==> src/include/spec_pkg.sv <==
// Package with shared types and constants for the switch port error classifier.
package spec_pkg;

    // Width of a TLP address compared against the base/limit window.
    localparam int SPEC_ADDR_W     = 64;
    // Width of a routing ID (bus/device/function).
    localparam int SPEC_ID_W       = 16;
    // Width of a link sequence number.
    localparam int SPEC_SEQ_W      = 12;
    // Field positions inside a routing ID.
    localparam int SPEC_ID_BUS_MSB = 15;
    localparam int SPEC_ID_BUS_LSB = 8;
    // Function that answers an unclaimed unsupported request.
    localparam logic [2:0] SPEC_UR_DEFAULT_FUNC = 3'h0;
    // Reset value of every strobe and flag.
    localparam logic SPEC_RST_VAL = 1'b0;

    // How a TLP is routed.
    typedef enum logic [1:0] {
        SPEC_RT_ADDR,
        SPEC_RT_ID,
        SPEC_RT_IMPL
    } spec_route_t;

    // What happens to the packet.
    typedef enum logic [1:0] {
        SPEC_ACT_FORWARD,
        SPEC_ACT_DISCARD,
        SPEC_ACT_DROP
    } spec_action_t;

    // Physical layer fault flags for one received packet or link event.
    typedef struct packed {
        logic decode_err;
        logic symbol_lock_lost;
        logic elastic_ovf_unf;
        logic deskew_fail;
        logic framing_err;
    } spec_phy_err_t;

    // Data link layer observations for one received packet.
    typedef struct packed {
        logic                  is_tlp;
        logic                  is_dllp;
        logic                  ends_edb;
        logic                  lcrc_ok;
        logic                  lcrc_inv_ok;
        logic                  seq_duplicate;
        logic [SPEC_SEQ_W-1:0] seq_num;
        logic                  is_acknak;
        logic                  acknak_unacked_match;
        logic                  acknak_ackd_match;
    } spec_dll_info_t;

    // Transaction layer attributes of a received TLP.
    typedef struct packed {
        logic                   secondary_side;
        spec_route_t            route;
        logic [SPEC_ADDR_W-1:0] addr;
        logic [SPEC_ID_W-1:0]   dest_id;
        logic                   poisoned;
        logic                   ecrc_fail;
        logic                   unsupported;
        logic                   non_posted;
        logic                   acs_violation;
        logic                   from_link;
        logic                   ultimate_rcvr;
        logic [2:0]             func;
    } spec_tlp_info_t;

    // Bridge configuration used for claiming and severity.
    typedef struct packed {
        logic [SPEC_ADDR_W-1:0] mem_base;
        logic [SPEC_ADDR_W-1:0] mem_limit;
        logic [7:0]             sec_bus;
        logic [7:0]             sub_bus;
        logic [SPEC_ID_W-1:0]   own_id;
        logic                   sev_poison_fatal;
        logic                   sev_ecrc_fatal;
        logic                   sev_ur_fatal;
    } spec_cfg_t;

    // Report toward reporting and logging logic.
    typedef struct packed {
        logic         corr;
        logic         uncorr;
        logic         func_specific;
        logic [2:0]   func;
        logic         hdr_log;
        spec_action_t action;
    } spec_report_t;

endpackage

==> src/verilog/spec_classifier.sv <==
// Per-port error classifier: sorts link, data link and transaction faults.
// Contract
// Each port classifies independently of others.
// Primary address TLP claimed inside window.
// Primary ID TLP claimed by aperture/own ID.
// Implicitly routed TLPs are always claimed.
// Physical link faults give correctable processing.
// Framing violations give correctable processing.
// Physical error suppresses data link errors.
// Bad TLP: EDB/LCRC/sequence conditions.
// Bad TLP discarded, correctable, not function-specific.
// Bad-LCRC DLLP discarded, correctable.
// Unmatched ACK/NAK sequence: discard, uncorrectable.
// Surprise link down gives uncorrectable; code clears it if an advisory TLP error lands in the same cycle.
// Lower-layer errors suppress transaction errors.
// Poisoned TLP sets side's parity flag.
// Poisoned advisory when nonfatal and role fits.
// Poisoned header logged; forwarded or dropped.
// ECRC advisory only nonfatal intermediate link receiver.
// ECRC logs header; forward, ultimate drops.
// Non-posted UR completion by claimer or 0.
// No completion time-out detection needed.
// Completer abort only recorded as access-control.
// One-cycle strobes with function and log enable.
`timescale 1ns/1ps
module spec_classifier
    import spec_pkg::*;
(
    input  wire logic           clk_sys_i,          // Port core clock, 200 MHz.
    input  wire logic           rst_n_i,            // Synchronous reset, active low.
    input  wire logic           pkt_valid_i,        // One-cycle pulse: a packet's checks are ready.
    input  wire spec_phy_err_t  phy_err_i,          // Physical layer faults of this packet.
    input  wire logic           link_err_valid_i,   // Pulse: a link fault not tied to a packet.
    input  wire spec_phy_err_t  link_err_i,         // Faults of that link event.
    input  wire spec_dll_info_t dll_i,              // Data link layer observations.
    input  wire logic [11:0]    next_rcv_seq_i,     // Expected receive sequence number.
    input  wire logic           surprise_down_i,    // Pulse: unexpected link loss.
    input  wire spec_tlp_info_t tlp_i,              // Transaction layer attributes.
    input  wire spec_cfg_t      cfg_i,              // Bridge configuration.
    output spec_report_t        report_o,           // Registered classification report.
    output logic                claim_o,            // Registered claim result of last TLP.
    output logic                ur_cpl_o,           // Pulse: send a UR completion.
    output logic [2:0]          ur_cpl_func_o,      // Function that sends the UR completion.
    output logic                pri_parity_set_o,   // Pulse: set primary detected parity flag.
    output logic                sec_parity_set_o,   // Pulse: set secondary detected parity flag.
    output logic                acs_err_o           // Pulse: record an access-control error.
);
    // this module holds only per-port state; no input comes from other ports.

    // Claim result of the current TLP.
    logic claim_w;

    spec_claim u_claim (
        .tlp_i   (tlp_i),
        .cfg_i   (cfg_i),
        .claim_o (claim_w)
    );

    // Registered outputs.
    spec_report_t report_ff;        // Current report.
    logic         claim_ff;         // Last claim decision.
    logic         ur_cpl_ff;        // UR completion strobe.
    logic [2:0]   ur_cpl_func_ff;   // UR completion function.
    logic         pri_par_ff;       // Primary parity strobe.
    logic         sec_par_ff;       // Secondary parity strobe.
    logic         acs_err_ff;       // Access-control strobe.

    // Next values.
    spec_report_t nxt_report;
    logic         nxt_ur_cpl;
    logic [2:0]   nxt_ur_cpl_func;
    logic         nxt_pri_par;
    logic         nxt_sec_par;
    logic         nxt_acs_err;

    // Layer-level decisions, kept visible for the assertions.
    logic phy_err_w;      // Physical error on this packet.
    logic link_ev_w;      // Physical link fault outside a packet.
    logic bad_tlp_w;      // Bad TLP before suppression.
    logic bad_dllp_w;     // Bad DLLP before suppression.
    logic dl_proto_w;     // Protocol error before suppression.
    logic dll_err_w;      // Any data link error after suppression.
    logic tl_ok_w;        // Transaction checks allowed.
    logic poison_adv_w;   // Poisoned TLP is advisory.
    logic ecrc_adv_w;     // ECRC failure is advisory.
    logic ur_adv_w;       // Unsupported request is advisory.

    // Layer detection. A packet flagged by a lower layer hides higher-layer errors.
    always_comb begin
        phy_err_w  = pkt_valid_i && (|phy_err_i);
        link_ev_w  = link_err_valid_i && (|link_err_i);
        bad_tlp_w  = dll_i.is_tlp && ((dll_i.ends_edb && !dll_i.lcrc_inv_ok) ||
                     (!dll_i.ends_edb && !dll_i.lcrc_ok) ||
                     (dll_i.seq_num != next_rcv_seq_i && !dll_i.seq_duplicate));
        bad_dllp_w = dll_i.is_dllp && !dll_i.lcrc_ok;
        dl_proto_w = dll_i.is_dllp && dll_i.lcrc_ok && dll_i.is_acknak &&
                     !dll_i.acknak_unacked_match && !dll_i.acknak_ackd_match;
        dll_err_w  = pkt_valid_i && !phy_err_w && (bad_tlp_w || bad_dllp_w || dl_proto_w);
        tl_ok_w    = pkt_valid_i && dll_i.is_tlp && !phy_err_w && !dll_err_w;
        // Severity nonfatal and the right role (for UR, a non-posted request) make an error advisory.
        poison_adv_w = !cfg_i.sev_poison_fatal && (tlp_i.from_link || tlp_i.ultimate_rcvr);
        ecrc_adv_w   = !cfg_i.sev_ecrc_fatal && tlp_i.from_link && !tlp_i.ultimate_rcvr;
        ur_adv_w     = !cfg_i.sev_ur_fatal && tlp_i.non_posted;
    end

    // Classification. Priority: physical, data link, transaction; surprise down sets uncorrectable unless an advisory poisoned/ECRC/UR error clears it.
    // The order matters: lower layers win so one fault gives one report.
    always_comb begin
        nxt_report        = '0;
        nxt_report.action = SPEC_ACT_FORWARD;
        nxt_ur_cpl        = 1'b0;
        nxt_ur_cpl_func   = SPEC_UR_DEFAULT_FUNC;
        nxt_pri_par       = 1'b0;
        nxt_sec_par       = 1'b0;
        nxt_acs_err       = 1'b0;
        if (surprise_down_i) begin
            nxt_report.uncorr = 1'b1;
        end
        if (phy_err_w || link_ev_w) begin
            nxt_report.corr = 1'b1;
            if (phy_err_w) begin
                nxt_report.action = SPEC_ACT_DISCARD;
            end
        end else if (dll_err_w) begin
            nxt_report.action = SPEC_ACT_DISCARD;
            if (dl_proto_w) begin
                nxt_report.uncorr = 1'b1;
            end else begin
                nxt_report.corr = 1'b1;
            end
        end else if (tl_ok_w) begin
            if (tlp_i.poisoned) begin
                // Parity flag of the side it arrived on.
                nxt_pri_par = !tlp_i.secondary_side;
                nxt_sec_par = tlp_i.secondary_side;
                nxt_report.func_specific = 1'b1;
                nxt_report.func          = tlp_i.func;
                nxt_report.hdr_log       = 1'b1;
                nxt_report.corr          = poison_adv_w;
                nxt_report.uncorr        = !poison_adv_w;
                nxt_report.action = tlp_i.ultimate_rcvr ? SPEC_ACT_DROP : SPEC_ACT_FORWARD;
            end else if (tlp_i.ecrc_fail) begin
                nxt_report.hdr_log = 1'b1;
                nxt_report.corr    = ecrc_adv_w;
                nxt_report.uncorr  = !ecrc_adv_w;
                nxt_report.action  = tlp_i.ultimate_rcvr ? SPEC_ACT_DROP : SPEC_ACT_FORWARD;
            end else if (tlp_i.acs_violation) begin
                // Completer abort is reported only as an access-control error.
                nxt_acs_err = 1'b1;
                nxt_report.action = SPEC_ACT_DROP;
            end else if (tlp_i.unsupported) begin
                nxt_report.func_specific = claim_w;
                nxt_report.func          = claim_w ? tlp_i.func : SPEC_UR_DEFAULT_FUNC;
                nxt_report.hdr_log       = 1'b1;
                nxt_report.corr          = ur_adv_w;
                nxt_report.uncorr        = !ur_adv_w;
                nxt_report.action        = SPEC_ACT_DROP;
                nxt_ur_cpl      = tlp_i.non_posted;
                nxt_ur_cpl_func = claim_w ? tlp_i.func : SPEC_UR_DEFAULT_FUNC;
            end
        end
        // no completion time-out logic, the bridge never issues requests.
    end

    // Report register: every strobe lasts exactly one cycle.
    always_ff @(posedge clk_sys_i) begin
        if (!rst_n_i) begin
            report_ff <= '0;
        end else begin
            report_ff <= nxt_report;
        end
    end

    // Side-effect strobes for the status flags and completion generator.
    always_ff @(posedge clk_sys_i) begin
        if (!rst_n_i) begin
            ur_cpl_ff      <= SPEC_RST_VAL;
            ur_cpl_func_ff <= SPEC_UR_DEFAULT_FUNC;
            pri_par_ff     <= SPEC_RST_VAL;
            sec_par_ff     <= SPEC_RST_VAL;
            acs_err_ff     <= SPEC_RST_VAL;
        end else begin
            ur_cpl_ff      <= nxt_ur_cpl;
            ur_cpl_func_ff <= nxt_ur_cpl_func;
            pri_par_ff     <= nxt_pri_par;
            sec_par_ff     <= nxt_sec_par;
            acs_err_ff     <= nxt_acs_err;
        end
    end

    // Claim result is held until the next TLP so a consumer can sample it late.
    always_ff @(posedge clk_sys_i) begin
        if (!rst_n_i) begin
            claim_ff <= SPEC_RST_VAL;
        end else if (pkt_valid_i && dll_i.is_tlp) begin
            claim_ff <= claim_w;
        end
    end

    assign report_o         = report_ff;
    assign claim_o          = claim_ff;
    assign ur_cpl_o         = ur_cpl_ff;
    assign ur_cpl_func_o    = ur_cpl_func_ff;
    assign pri_parity_set_o = pri_par_ff;
    assign sec_parity_set_o = sec_par_ff;
    assign acs_err_o        = acs_err_ff;

    // Physical faults produce a correctable strobe next cycle.
    a_phy_corr_strobe: assert property (@(posedge clk_sys_i) disable iff (!rst_n_i)
        (pkt_valid_i && |phy_err_i) |=> report_o.corr && report_o.action == SPEC_ACT_DISCARD)
        else $error("physical fault not correctable");

    // Framing error alone also gives correctable processing.
    a_framing_corr: assert property (@(posedge clk_sys_i) disable iff (!rst_n_i)
        (pkt_valid_i && phy_err_i.framing_err) |=> report_o.corr)
        else $error("framing error not correctable");

    // A physical fault hides a protocol error on the same packet.
    a_dll_suppressed: assert property (@(posedge clk_sys_i) disable iff (!rst_n_i)
        (pkt_valid_i && |phy_err_i && !surprise_down_i) |=> !report_o.uncorr)
        else $error("data link error not suppressed");

    // Bad TLP is discarded, correctable, not function specific.
    a_bad_tlp: assert property (@(posedge clk_sys_i) disable iff (!rst_n_i)
        (pkt_valid_i && !(|phy_err_i) && dll_i.is_tlp && !dll_i.ends_edb && !dll_i.lcrc_ok)
        |=> report_o.corr && !report_o.func_specific && report_o.action == SPEC_ACT_DISCARD)
        else $error("bad TLP misclassified");

    // Protocol error discards and is uncorrectable.
    a_dl_proto: assert property (@(posedge clk_sys_i) disable iff (!rst_n_i)
        (dll_err_w && dl_proto_w) |=> report_o.uncorr && report_o.action == SPEC_ACT_DISCARD)
        else $error("protocol error misclassified");

    // Surprise link down is uncorrectable.
    a_surprise_down: assert property (@(posedge clk_sys_i) disable iff (!rst_n_i)
        surprise_down_i |=> report_o.uncorr)
        else $error("surprise down not uncorrectable");

    // Lower-layer error stops transaction strobes.
    a_tl_suppressed: assert property (@(posedge clk_sys_i) disable iff (!rst_n_i)
        (pkt_valid_i && (|phy_err_i || dll_err_w)) |=> !pri_parity_set_o && !sec_parity_set_o && !ur_cpl_o)
        else $error("transaction error not suppressed");

    // Poisoned TLP sets the parity flag of its arrival side.
    a_poison_side: assert property (@(posedge clk_sys_i) disable iff (!rst_n_i)
        (tl_ok_w && tlp_i.poisoned) |=> (sec_parity_set_o == $past(tlp_i.secondary_side))
        && (pri_parity_set_o != sec_parity_set_o) && report_o.hdr_log)
        else $error("parity flag side wrong");

    // Unsupported non-posted request answered by claimer or function 0.
    a_ur_cpl: assert property (@(posedge clk_sys_i) disable iff (!rst_n_i)
        (tl_ok_w && tlp_i.unsupported && !tlp_i.poisoned && !tlp_i.ecrc_fail && !tlp_i.acs_violation
         && tlp_i.non_posted) |=> ur_cpl_o && ur_cpl_func_o == ($past(claim_w) ? $past(tlp_i.func)
         : SPEC_UR_DEFAULT_FUNC))
        else $error("UR completion missing or wrong function");

    // Access-control violation never raises the UR completion.
    a_acs_only: assert property (@(posedge clk_sys_i) disable iff (!rst_n_i)
        acs_err_o |-> !ur_cpl_o && !report_o.corr)
        else $error("access error reported as other class");
endmodule

==> src/verilog/spec_claim.sv <==
// Claim decision of the bridge function for one received TLP.
`timescale 1ns/1ps
module spec_claim
    import spec_pkg::*;
(
    input  wire spec_tlp_info_t tlp_i,   // Attributes of the TLP.
    input  wire spec_cfg_t      cfg_i,   // Bridge window and bus aperture.
    output logic                claim_o  // High when the bridge claims the TLP.
);
    // Bus number carried in the destination ID.
    logic [7:0] dest_bus;
    assign dest_bus = tlp_i.dest_id[SPEC_ID_BUS_MSB:SPEC_ID_BUS_LSB];

    // Pure combinational decision so the classifier sees it in the same cycle.
    always_comb begin
        claim_o = 1'b0;
        case (tlp_i.route)
            SPEC_RT_ADDR: begin
                claim_o = tlp_i.secondary_side ||
                          (tlp_i.addr >= cfg_i.mem_base && tlp_i.addr <= cfg_i.mem_limit);
            end
            SPEC_RT_ID: begin
                claim_o = tlp_i.secondary_side ||
                          (dest_bus >= cfg_i.sec_bus && dest_bus <= cfg_i.sub_bus) ||
                          (tlp_i.dest_id == cfg_i.own_id);
            end
            SPEC_RT_IMPL: begin
                claim_o = 1'b1;
            end
            default: begin
                claim_o = 1'b0;
            end
        endcase
    end
endmodule

==> config.mk <==
export PLATFORM = sky130hd
export DESIGN_NAME = spec_classifier
export DESIGN_NICKNAME = d
export VERILOG_FILES = /design/src/include/spec_pkg.sv /design/src/verilog/spec_classifier.sv /design/src/verilog/spec_claim.sv
export SDC_FILE = /design/constraint.sdc
export NUM_CORES = 1
export LEC_CHECK = 0
export ABC_AREA = 1
export CAP_MARGIN = 20
export CORE_AREA = 2 2 124 126
export CTS_CLUSTER_DIAMETER = 30
export DETAILED_ROUTE_END_ITERATION = 6
export DIE_AREA = 0 0 126 128
export DONT_BUFFER_PORTS = 1
export PLACE_DENSITY = 0.48
export SKIP_CTS_REPAIR_TIMING = 1
export SLEW_MARGIN = 30
export SYNTH_ARGS = -nofsm -noshare
export SYNTH_HDL_FRONTEND = slang
export SYNTH_SLANG_ARGS = --single-unit
==> constraint.sdc <==
create_clock -name clk_sys_i -period 2 [get_ports clk_sys_i]
set_clock_uncertainty 0.15 [all_clocks]
set_input_delay 0.4 -clock clk_sys_i [delete_from_list [all_inputs] [get_ports clk_sys_i]]
set_output_delay 0.4 -clock clk_sys_i [all_outputs]
set_load 0.02 [all_outputs]
==> impl_metrics.toml <==
[critical_path]
critPathLaunchType = "input port"
critical_path_arrival_ns = 2.21
criticalPathCategory = "input port to register"
crit_slowest_cell = "ha_4"
critPathTopFamily = "simple AND/OR/NAND/NOR gates"
worstPathCellList = "inv_1 > ha_4 > nand2_2 > nor2_4 > nand4_1 > nor3_4 > nand4_1 > inv_2 > nand2_1 > nand2_1 > nand2_2 > nand2_1 > nand2_1 > nand2_2 > inv_2 > nor3_1"
max_stage_delay_ns = 0.27
cp.required_ns = 2.01
path_common_cell = "nand2_1"
worst_setup_path_end_kind = "register"
cp.buffers_inverters = 3
cp_max_fo = 3

[placed_design]
numPortBuffers = 0
gp_congestion = 0.8464
dpl.cell_count = 968
dp_hpwl_mm = 13.43

[clock_network]
clkTransAtPathRegs_ns = 0.05
cts_sinks = 17
clk_latency_ns = 0.25
cts_tree = "built"
numCtsBuffers = 3
cts_max_path_buffers = 2
cts_max_level = 1
clock-root-buffer = "clkbuf_16"

[yosys]
async_reset_ff_share_pct = 0
ys_warn_count = 0
syn_avg_cell_area_um2 = 6.448
yosysUniqueCellTypes = 35
synth_ff_type = "dfxtp_1"
yosysSeqAreaShare_pct = 6.909
ys_seq_elements = 17
syn_nets = 1212
synth-edff-count = 0
synthCells = 764
syn_area_mm2 = 0.004926

[power_and_ir_drop]
p_per_area_mw_per_mm2 = 292.9
total_power_uw = 1655
vdd_ir_drop_max_uv = 310.5
p_leak_uw = 0.003248

[finish]
final_cell_mix = "inv_1, nand2_1, ha_1, a21oi_1, nor2_1"
final_nets = 1234
num_antenna_cells = 0
fin_cells = 973
final_common_cell = "inv_1"
syn2layout_area_growth_pct = 14.73
drive_above_1_share_pct = 10.70

[sta]
slew_viol_final = 0
final_hold_viol_count = 0
slew_headroom_pct = 79.42
final.min_clock_period_ns = 2.196
period_share_pct = 109.8
rsz0062_at_grt = "yes"
setup_ws_ns = -0.1961
fmax_ghz = 0.4554
fin_setup_tns_ns = -1.302
setup_violations = 8
worst_pin_slew_ns = 0.3043

[run_status]
violations = "negative setup slack"
status = "finished with violations"

[die]
dieArea_mm2 = 0.01613
row_count = 45
dieHeight_um = 128
die_w_um = 126
initial_core_util_pct = 33.14
io_pins = 321
core_area_mm2 = 0.01486

[route]
dr.pass1.iters = 6
ant_nets = 0
num_vias = 4681
routed_wl_mm = 14.06
wl_per_cell_um = 14.45
vias_per_cell = 4.811
drt-initial-drc-count = 78
drc_errors = 0

[global_routing]
antenna_found_initial = 0
grt_pass1_wl_mm = 21.52
grt_pass1_vias = 4670
grt_max_degree = 11
overflow = 0
grt_use_total_pct = 16.21

[flow_run]
max-cap-violations = 0

[min_path]
hold_class = "input port to register"
## path summary, 6_finish.rpt
kind                            startpoint                to  slack [ns]  cells past startpoint
worst min-delay path             tlp_i[92]  pri_parity_set_o        0.07                      1
worst min register to register     claim_o           claim_o        0.54                      4
worst max register to register     claim_o           claim_o        0.98                      4
worst max-delay path            cfg_i[160]  ur_cpl_func_o[2]       -0.20                     16
## power by group
group / switching, uW / internal (uW)
Combinational: 478 / 415
Clock: 140 / 268
Sequential: 10.8 / 345
## routing by layer
layer	GRT usage [%]	routed length (um)	up-vias
met1	19.43	5816	2007
met5	0	0	-
met4	2.327	115	0
met2	29.60	6961	171
met3	4.382	1165	10
li1	-	-	2493
## kinds of logic (layout without fill, tap and decap cells)
family	after synthesis	count (layout)	share of synthesized area (%)
flip-flops	17	17	6.909
XOR/XNOR	26	26	4.623
AO/OA/AOI/OAI	120	120	13.03
AND/OR/NAND/NOR	262	262	23.98
adder cells (fa/ha/maj)	144	144	36.58
buffers and inverters	195	216	14.88
## through the flow
step	utilization [%]	hold WS (ns)	worst slack, ns	instance area, um^2
final	38.02	0.06505	-0.1961	5652
after global routing	38.02	0.05877	-0.3585	5652
after CTS	37.21	0.06396	-0.2772	5530
after detailed placement	36.67	0.3272	-0.5143	5450
after global placement	36.67	0.3266	-0.5023	5450
after floorplan	-	0.3224	-0.02085	5095
## area by class of cell
| cell class | instances | area [um^2] |
|---|---|---|
| inverter | 195 | 760.7 |
| sequential | 17 | 340.3 |
| clock inverter | 1 | 5.005 |
| multi-input combinational | 552 | 4108 |
| tap | 188 | 235.2 |
| fill | 1604 | 9213 |
| timing repair buffer | 17 | 127.6 |
| clock buffer | 3 | 75.07 |
## flip-flops by register name, indices dropped and copies added (netlist names)
register	cells
pri_parity_set_o	1
ur_cpl_o	1
claim_o	1
sec_parity_set_o	1
ur_cpl_func_o	3
report_o	9
acs_err_o	1
## cells in the mapped netlist (6+ instances only)
master / number / area, um^2
dfxtp_1: 17 / 340.3
nand2_1: 146 / 548.0
o21a_1: 8 / 60.06
xor2_1: 6 / 52.55
ha_1: 144 / 1802
nand3_1: 15 / 75.07
nor3_1: 11 / 55.05
nor2_1: 52 / 195.2
xnor2_1: 20 / 175.2
o21ai_0: 24 / 120.1
nand4_1: 15 / 93.84
a21oi_1: 81 / 405.4
inv_1: 190 / 713.2
## worst register-to-register path: stages, from the launching register on
cell and delay [ns]:
dfxtp_1 0.47, inv_1 0.07, a21oi_1 0.13, o21ai_0 0.10, inv_1 0.06
No activity file was read; power rests on OpenSTA's default activity.
